## config.mk

```make
export PLATFORM = sky130hd
export DESIGN_NAME = iod_core
export DESIGN_NICKNAME = d
export VERILOG_FILES = /design/src/design/iod_pkg.sv /design/src/design/iod_field.sv /design/src/design/iod_core.sv
export VERILOG_INCLUDE_DIRS = /design/src /design/src/design
export SDC_FILE = /design/constraint.sdc
export NUM_CORES = 1
export LEC_CHECK = 0
export BUFFER_PORTS_ARGS = -buffer_cell sky130_fd_sc_hd__buf_2
export CORE_MARGIN = 3
export CORE_UTILIZATION = 51
export CTS_BUF_LIST = sky130_fd_sc_hd__clkbuf_8
export CTS_CLUSTER_SIZE = 8
export DETAILED_ROUTE_END_ITERATION = 10
export PLACE_DENSITY = 0.78
export SYNTH_ARGS = -nofsm -noshare
export SYNTH_HDL_FRONTEND = slang
export SYNTH_SLANG_ARGS = --single-unit
export TNS_END_PERCENT = 20
```

## constraint.sdc

```tcl
create_clock -name ref_clk -period 5.4 [get_ports ref_clk]
set_clock_uncertainty 0.05 [all_clocks]
set_input_delay 0.54 -clock ref_clk [delete_from_list [all_inputs] [get_ports ref_clk]]
set_output_delay 0.54 -clock ref_clk [all_outputs]
set_load 0.05 [all_outputs]
```

## src/design/iod_defs.svh

```systemverilog
// constants of the instruction operand decoder
`ifndef IOD_DEFS_SVH
`define IOD_DEFS_SVH
// widths
`define IOD_WORD_W 14
`define IOD_FADDR_W 7
`define IOD_PC_W 13
`define IOD_LATCH_W 5
// timing: oscillator periods per instruction cycle
`define IOD_QUARTERS 4
// special file addresses
`define IOD_ADDR_PCL 7'h02
`define IOD_ADDR_STATUS 7'h03
`define IOD_ADDR_LATCH 7'h0a
// status flag positions
`define IOD_ST_C 0
`define IOD_ST_DC 1
`define IOD_ST_Z 2
// reset values
`define IOD_STATUS_RST 8'h00
`define IOD_LATCH_RST 5'h00
`define IOD_PC_RST 13'h0000
`define IOD_NOP_WORD 14'h0000
// status after clearing it with the clear-file op
`define IOD_STATUS_CLR 8'h04
`endif

```

## src/design/iod_pkg.sv

```systemverilog
// types of the instruction operand decoder
`include "iod_defs.svh"
package iod_pkg;
  typedef enum logic [1:0] {IOD_PH_Q1, IOD_PH_Q2, IOD_PH_Q3, IOD_PH_Q4} iod_phase_e;
  typedef enum logic [1:0] {IOD_CLS_BYTE, IOD_CLS_BIT, IOD_CLS_LIT} iod_class_e;
  typedef struct packed {
    iod_phase_e ph;
    logic [`IOD_WORD_W-1:0] ir;
    logic [`IOD_PC_W-1:0] pc;
    logic [`IOD_LATCH_W-1:0] latch;
    logic [7:0] status;
    logic nop;
    logic [7:0] operand;
    logic [7:0] wdata;
  } iod_state_s;
endpackage

```

## src/design/iod_field.sv

```systemverilog
// operand field extraction of one instruction word
`timescale 1ns/1ps
`default_nettype none
`include "iod_defs.svh"
module iod_field #(
  parameter int WORD_W = `IOD_WORD_W
) (
  // instruction word
  input wire logic [WORD_W-1:0] word,
  // decoded fields
  output iod_pkg::iod_class_e cls,
  output logic [`IOD_FADDR_W-1:0] faddr,
  output logic [2:0] bit_idx,
  output logic dest_f
);
  import iod_pkg::*;
  logic ctl;
  // control words sit in the byte space with a zero opcode nibble
  assign ctl = (word[13:7] == 7'h00) && (word[3:0] != 4'h0);
  // class from the top two bits, plus bits 13:7 and 3:0 for control words; don't-care bits never matter
  always_comb begin
    if (word[13:12] == 2'b01) begin
      cls = IOD_CLS_BIT;
    end else if (word[13] || ctl) begin
      cls = IOD_CLS_LIT;
    end else begin
      cls = IOD_CLS_BYTE;
    end
  end
  // fixed field positions of the 14-bit word
  assign faddr = word[6:0];
  assign bit_idx = word[9:7];
  // bit ops always return to the file, literals to w
  assign dest_f = (cls == IOD_CLS_BIT) || ((cls == IOD_CLS_BYTE) && word[7]);
endmodule
`default_nettype wire

```

## src/design/iod_core.sv

```systemverilog
// instruction decode and cycle timing of the 8-bit core
`timescale 1ns/1ps
`default_nettype none
`include "iod_defs.svh"
// Function
// - each instruction is one 14-bit word of opcode and operand fields
// - every word falls in byte, bit, or literal-and-control class
// - file address is a seven-bit field, 0x00 to 0x7F
// - bit index picks one of eight bits of the file register
// - destination bit 0 writes w, 1 writes the file register
// - don't-care bits never change decoding or behaviour
// - one cycle per word; skip or pc change adds a nop cycle
// - one instruction cycle is four oscillator periods
// - status writes take produced zero, carry, digit carry over data
// - clearing status leaves 0000 0100b
// - reading pc low byte gives current pc low eight bits
// - writing pc low byte also loads high part from holding latch
// - read-modify-write of pc low byte uses it as alu operand
module iod_core (
  // clock, reset, enable
  input wire logic ref_clk,
  input wire logic sys_rst,
  input wire logic clk_en,
  // program memory and stack
  output logic [`IOD_PC_W-1:0] fetch_addr,
  input wire logic [`IOD_WORD_W-1:0] instr_word,
  input wire logic [`IOD_PC_W-1:0] stack_top,
  // decoded executing word
  output logic [`IOD_WORD_W-1:0] exec_word,
  output iod_pkg::iod_class_e exec_class,
  output iod_pkg::iod_phase_e exec_phase,
  output logic [`IOD_FADDR_W-1:0] file_addr,
  output logic [2:0] bit_index,
  output logic dest_is_file,
  output logic nop_cycle,
  // alu
  output logic [7:0] alu_operand,
  input wire logic [7:0] alu_result,
  input wire logic alu_z,
  input wire logic alu_c,
  input wire logic alu_dc,
  input wire logic [2:0] alu_flag_we,
  // file registers and w
  input wire logic [7:0] file_rdata,
  output logic file_we,
  output logic w_we,
  output logic [7:0] result_data,
  // special registers
  output logic [7:0] status_reg,
  output logic [`IOD_LATCH_W-1:0] pc_high_holding_latch
);
  import iod_pkg::*;
  iod_state_s s_q;
  iod_state_s s_d;
  iod_class_e cls;
  logic [`IOD_FADDR_W-1:0] faddr;
  logic [2:0] bidx;
  logic dest_f;
  logic wr_res;
  logic skip;
  logic branch;
  logic [`IOD_PC_W-1:0] target;
  logic [7:0] src;
  logic go;
  logic pcl_wr;
  logic st_wr;
  logic latch_wr;
  logic two;
  logic [7:0] st_new;

  // ==========================================================
  // field decode
  iod_field #(.WORD_W(`IOD_WORD_W)) u_field (
    .word(s_q.ir),
    .cls(cls),
    .faddr(faddr),
    .bit_idx(bidx),
    .dest_f(dest_f)
  );

  // ==========================================================
  // per-class behaviour; x bits are never looked at
  always_comb begin
    wr_res = 1'b0;
    skip = 1'b0;
    branch = 1'b0;
    target = stack_top;
    case (cls)
      IOD_CLS_BYTE: begin
        // zero nibble: move-w-to-file writes, the nop does not
        wr_res = (s_q.ir[11:8] == 4'h0) ? s_q.ir[7] : 1'b1;
        skip = (s_q.ir[11:8] == 4'hb || s_q.ir[11:8] == 4'hf) && alu_z;
      end
      IOD_CLS_BIT: begin
        wr_res = ~s_q.ir[11];
        // test ops skip when the bit equals the sense bit
        skip = s_q.ir[11] && (s_q.operand[bidx] == s_q.ir[10]);
      end
      IOD_CLS_LIT: begin
        if (s_q.ir[13:12] == 2'b10) begin
          branch = 1'b1;
          target = {s_q.latch[4:3], s_q.ir[10:0]};
        end else if (s_q.ir[13:12] == 2'b11) begin
          wr_res = 1'b1;
          branch = (s_q.ir[11:10] == 2'b01);
        end else begin
          branch = (s_q.ir[6:1] == 6'h04); // both return forms
        end
      end
      default: begin
        wr_res = 1'b0;
      end
    endcase
  end

  // ==========================================================
  // special destinations, evaluated at the last quarter
  assign go = clk_en && (s_q.ph == IOD_PH_Q4) && !s_q.nop;
  assign pcl_wr = wr_res && dest_f && (faddr == `IOD_ADDR_PCL);
  assign st_wr = wr_res && dest_f && (faddr == `IOD_ADDR_STATUS);
  assign latch_wr = wr_res && dest_f && (faddr == `IOD_ADDR_LATCH);
  assign two = skip || branch || pcl_wr;

  // source mux: pc low byte reads the live counter
  always_comb begin
    if (faddr == `IOD_ADDR_PCL) begin
      src = s_q.pc[7:0];
    end else if (faddr == `IOD_ADDR_STATUS) begin
      src = s_q.status;
    end else if (faddr == `IOD_ADDR_LATCH) begin
      src = {3'h0, s_q.latch};
    end else begin
      src = file_rdata;
    end
  end

  // flags the alu produced override the written data
  always_comb begin
    st_new = st_wr ? s_q.wdata : s_q.status;
    if (alu_flag_we[2]) begin
      st_new[`IOD_ST_Z] = alu_z;
    end
    if (alu_flag_we[1]) begin
      st_new[`IOD_ST_DC] = alu_dc;
    end
    if (alu_flag_we[0]) begin
      st_new[`IOD_ST_C] = alu_c;
    end
  end

  // ==========================================================
  // next state: four quarters, fetch and retire at the fourth
  always_comb begin
    s_d = s_q;
    s_d.ph = iod_phase_e'(s_q.ph + 2'd1);
    if (s_q.ph == IOD_PH_Q2) begin
      s_d.operand = src;
    end
    if (s_q.ph == IOD_PH_Q3) begin
      s_d.wdata = alu_result;
    end
    if (s_q.ph == IOD_PH_Q4) begin
      s_d.ir = instr_word;
      s_d.pc = s_q.pc + `IOD_PC_W'(1);
      s_d.nop = 1'b0;
      if (!s_q.nop) begin
        s_d.status = st_new;
        // latch is only touched by its own address
        if (latch_wr) begin
          s_d.latch = s_q.wdata[`IOD_LATCH_W-1:0];
        end
        if (pcl_wr) begin
          s_d.pc = {s_q.latch, s_q.wdata};
        end else if (branch) begin
          s_d.pc = target;
        end
        // the word already fetched is dropped as a nop
        s_d.nop = two;
      end
    end
  end

  // one register stage; enable low freezes everything, sys_rst still loads the reset values
  always_ff @(posedge ref_clk) begin
    if (sys_rst) begin
      s_q.ph <= IOD_PH_Q1;
      s_q.ir <= `IOD_NOP_WORD;
      s_q.pc <= `IOD_PC_RST;
      s_q.latch <= `IOD_LATCH_RST;
      s_q.status <= `IOD_STATUS_RST;
      s_q.nop <= 1'b1;
      s_q.operand <= 8'h00;
      s_q.wdata <= 8'h00;
    end else if (clk_en) begin
      s_q <= s_d;
    end
  end

  // ==========================================================
  // outputs
  assign fetch_addr = s_q.pc;
  assign exec_word = s_q.ir;
  assign exec_class = cls;
  assign exec_phase = s_q.ph;
  assign file_addr = faddr;
  assign bit_index = bidx;
  assign dest_is_file = dest_f;
  assign nop_cycle = s_q.nop;
  assign alu_operand = s_q.operand;
  assign result_data = s_q.wdata;
  assign status_reg = s_q.status;
  assign pc_high_holding_latch = s_q.latch;
  // internal specials never reach the external file
  assign file_we = go && wr_res && dest_f && !pcl_wr && !st_wr &&
                   !latch_wr;
  assign w_we = go && wr_res && !dest_f;
endmodule
`default_nettype wire

```

Word level (Yosys, flattened, before mapping) --
Index checks and enable logic that the tools add are counted.
Operators by class: add/subtract/negate cells 2, $lt $le $gt $ge 1, equality and inequality tests 16, mux-type cells 25, bitwise gates (word level) 2, reduce and logical (&&, ||, !) cells 41
Operator list (number):
- $mux 13 | 4
- $mux 8 | 4
- $mux 27 | 1
- $reduce_and 4->1 | 5
- $logic_and 1x1->1 | 16
- $eq 7x2->1 const B | 2
- $add 13x1->13 const B | 1
- $eq 2x2->1 const B | 5
- $mux 1 | 10
- $eq 2x1->1 const B | 4
- $eq 4x4->1 const B | 2
- $eq 7x4->1 const B | 1
- $logic_not 7->1 | 1
- $eq 6x3->1 const B | 1
- $reduce_and 2->1 | 3
- $reduce_bool 2->1 | 3
- $logic_not 1->1 | 5
- $logic_or 1x1->1 | 5
- $mux 5 | 1
- $logic_not 4->1 | 1
- $lt 3x4->1 const B | 1
- $mux 2 | 2
- $reduce_bool 4->1 | 1
- $bmux 1 s3 | 1
- other kinds (6) | 7
Storage, ports and cells: bits in registers 59, input bits 52, output and inout port bits 74, word-level logic and storage cells 98

Longest topological paths before layout --
word-level depth 14, mapped depth 9

By module --
A second synthesis with hierarchy kept.
Unflattened totals: cells, all modules 426, area total of the unflattened synthesis 3433.3 µm²
Modules (own cells, without submodules):
- iod_core | instances 1, cells an instance 410, area each 3321.9 µm², seq. area each 1181.1 µm²
- iod_field | instances 1, cells an instance 16, area each 111.4 µm², seq. area each 0.0 µm²

Least setup slack after synthesis --
Ideal clock, no wire load.
path kind reg-to-output, start register s_q, in the netlist exec_phase[0], end output port file_we, arrival time 2.259 ns, required time 4.810 ns, slack 2.551 ns, stages on the path, launching flop included 6, path buffers 0, cell sequence dfxtp_1 > ha_1 > nand2_1 > nor2_1 > nand2_1 > a21oi_1
On the way: word-level cells in the longest chain between the ends 8
Ends and longest elaborated chain:
- from (decl) | RTL line iod_core.sv:53 | iod_state_s s_q;
- $eq 2x2->1 | RTL line iod_core.sv:118 | assign go = clk_en && (s_q.ph == IOD_PH_Q4) && !s_q.nop;
- $logic_and 1x1->1 (2 in a row) | RTL line iod_core.sv:118
- $logic_and 1x1->1 (5 in a row) | RTL line iod_core.sv:214 | assign file_we = go && wr_res && dest_f && !pcl_wr && !st_wr &&
- to (decl) | RTL line iod_core.sv:45 | output logic file_we,
Every way passes these cells.

Worst setup path in the final report --
Same ends and word-level chain as after synthesis.

==> impl_metrics.csv <==
group,metric,value,unit
outcome,outcome,"finished clean",
placement,gp_congestion,0.986,
clock_network,clk_latency,0.34,ns
die,fp-row-count,30,
power,ir_drop,0.144,mV
die,core-area,0.00683,mm²
die,die_area,0.00817,mm²
power,power_density,234,mW/mm²
final_layout,fillers,639,
final_layout,design_area,0.00435,mm²
yosys,synth-seq-cells,59,
timing,finalMaxSlewViolations,0,
drt,routed-via-count,3999,
global_route,grt_pass1_wl,19.7,mm
critical_path,end_kind,"output port",
die,num_io_pins,126,
placement,placed_area,0.00416,mm²
timing,timing.fmax,0.264,GHz
final_layout,largest_reg_flops,14,
drt,drt_pass1_iterations,5,
global_route,gr-total-overflow,0,
yosys,yosysWarningCount,0,
drt,drt_iter0_drc,424,
placement,place_hpwl,9.11,mm
yosys,synth_flop_cell,"dfxtp_1",
clock_network,cts-root-buf,"clkbuf_8",
power,power.leakage,1.85,nW
drt,post_drt_wl_per_cell,18.4,µm
global_route,antenna_found_initial,0,
drt,ant_nets,0,
critical_path,cp-start-kind,"flip-flop",
yosys,synthesis.area,0.00363,mm²
die,start_util,53.1,%
yosys,synth_nets,535,
critical_path,required,4.81,ns
critical_path,arrival,3.20,ns
timing,finalCriticalPeriod,3.79,ns
yosys,synth_edf_count,0,
clock_network,clk_pin_slew,0.07,ns
drt,routed_wl,12.4,mm
yosys,yosysSeqAreaShare,32.5,%
clock_network,cts_made_buffers,9,
final_layout,drive_above_1_share,26.8,%
hold_path,hold_path_class,"primary input to flip-flop",
drt,drcViolationCount,0,
clock_network,cts.repair.resized,0,
clock_network,cts_sinks,59,
timing,max-slew-margin-rel,29.2,%
timing,rsz0062_at_grt,"no",
drt,via_per_inst,5.93,
clock_network,cts-hold-fix-buffers,0,
clock_network,cts_setup_buffers,0,
timing,hold_violations,0,
critical_path,crit_path_max_fanout,27,
yosys,synth_cells,479,
timing,fin_tns_setup,0,ns
clock_network,cts_buffer_depth,2,
critical_path,path_class,"flip-flop to output port",
timing,setup_viol,0,
final_layout,fin_nets,630,
timing,tightest_slew,1.06,ns
global_route,first_global_vias,3725,
clock_network,cts_tree,"yes",
clock_network,cts_max_level,3,
yosys,yosys.cell_types.count,63,
final_layout,insertedDiodeCount,0,
job,cap_violations,0,
final_layout,syn2layout_area_growth,20.0,%
yosys,synthArstFlopShare,0,%
yosys,postSynthAreaPerCell,7.58,µm²
timing,fin_crit_sh,70.3,%
global_route,grt_max_degree,58,
die,die_w,90.4,µm
placement,portBuffers,125,
die,dieHeight,90.4,µm
global_route,track_usage,30.2,%
==> metal layers <==
metal | GRT usage, % | share of wire [%] | vias to the layer above
li1 | - | - | 1894
met1 | 41.0 | 42 | 1857
met2 | 48.2 | 46 | 222
met3 | 5.17 | 9.8 | 26
met4 | 11.2 | 2.4 | 0
met5 | 0 | 0 | -
==> report_power, final <==
part / internal [mW] / switching, mW
logic: 0.0461 / 0.103
clock network: 0.232 / 0.173
registers: 0.447 / 0.0174
total: 0.724 / 0.293
==> worst max-delay path, cell delays in order, from the launching register on <==
cell and delay (ns):
dfxtp_1 0.41, ha_1 0.19, nand2_1 0.58, nor2_1 0.94, nand2_1 0.24, a21oi_1 0.20
buf_2 0.29
==> final cells by class <==
type	instances	area, µm²	share of cell area [%]
Clock buffer	11	151	3.48
Clock inverter	4	42.5	0.977
Inverter	12	45.0	1.03
Multi-Input combinational cell	365	2170	49.9
Sequential cell	59	1180	27.1
Tap cell	96	120	2.76
Timing Repair Buffer	127	641	14.7
==> cells by family after synthesis <==
kind of cell             Yosys count  share of synthesized area, %
AND/OR/NAND/NOR                  206                          27.2
buffers and inverters             55                          7.58
multiplexers                      16                          5.10
XOR/XNOR                           7                          1.69
flip-flops                        59                          32.5
AO/OA/AOI/OAI                    132                          24.5
adder cells (fa/ha/maj)            4                          1.38
==> cell usage in the layout (no fill, tap or decap), drive strengths merged, types with 4 or more instances in the layout <==
| master | count |
|---|---|
| nor2 | 40 |
| nor4 | 7 |
| dfxtp | 59 |
| o21ai | 12 |
| nand4 | 4 |
| and2 | 5 |
| mux2i | 14 |
| a221oi | 5 |
| nand2b | 9 |
| a211oi | 7 |
| and3 | 4 |
| nand3 | 25 |
| nand2 | 91 |
| clkbuf | 11 |
| a21o | 4 |
| ha | 4 |
| xor2 | 5 |
| o31ai | 8 |
| a21oi | 53 |
| buf | 127 |
| inv | 14 |
| o211ai | 8 |
| nor3 | 6 |
| a31oi | 10 |
==> Yosys cell counts (6+ instances only) <==
cell,n,area [µm²]
o31ai_1,7,52.6
o21ai_0,9,45.0
nor3_1,6,30.0
nand2b_1,7,43.8
nand3_1,25,125
o211ai_1,8,60.1
nor2_1,40,150
a31oi_1,10,62.6
mux2i_1,14,140
clkbuf_1,21,78.8
buf_4,14,105
dfxtp_1,59,1180
a21oi_1,52,260
inv_1,12,45.0
nand2_1,90,338
==> worst paths after layout <==
path                 startpoint                       end  slack, ns  depth (start not counted)
setup reg to reg  exec_phase[0]  pc_high_holding_latch[1]       2.01                          7
setup / recovery  exec_phase[0]                   file_we       1.61                          6
hold / removal    instr_word[4]              exec_word[4]       0.38                          3
hold reg to reg   status_reg[4]             status_reg[4]       0.44                          2
==> per-stage QoR <==
| step | worst slack, ns | instances | hold slack (ns) | utilization (%) | total power [mW] |
|---|---|---|---|---|---|
| 3_5_place_dp | 1.74 | 659 | 0.429 | 60.9 | 0.621 |
| 2_1_floorplan | 2.55 | 479 | 0.626 | - | 0.573 |
| 4_1_cts | 1.57 | 674 | 0.371 | 63.7 | 1.02 |
| 3_3_place_gp | 1.86 | 659 | 0.417 | 60.9 | 0.618 |
| 6_report | 1.61 | 674 | 0.378 | 63.7 | 1.02 |
| 5_1_grt | 1.38 | 674 | 0.378 | 63.7 | 1.05 |
Power figures use the tool's default switching activity.
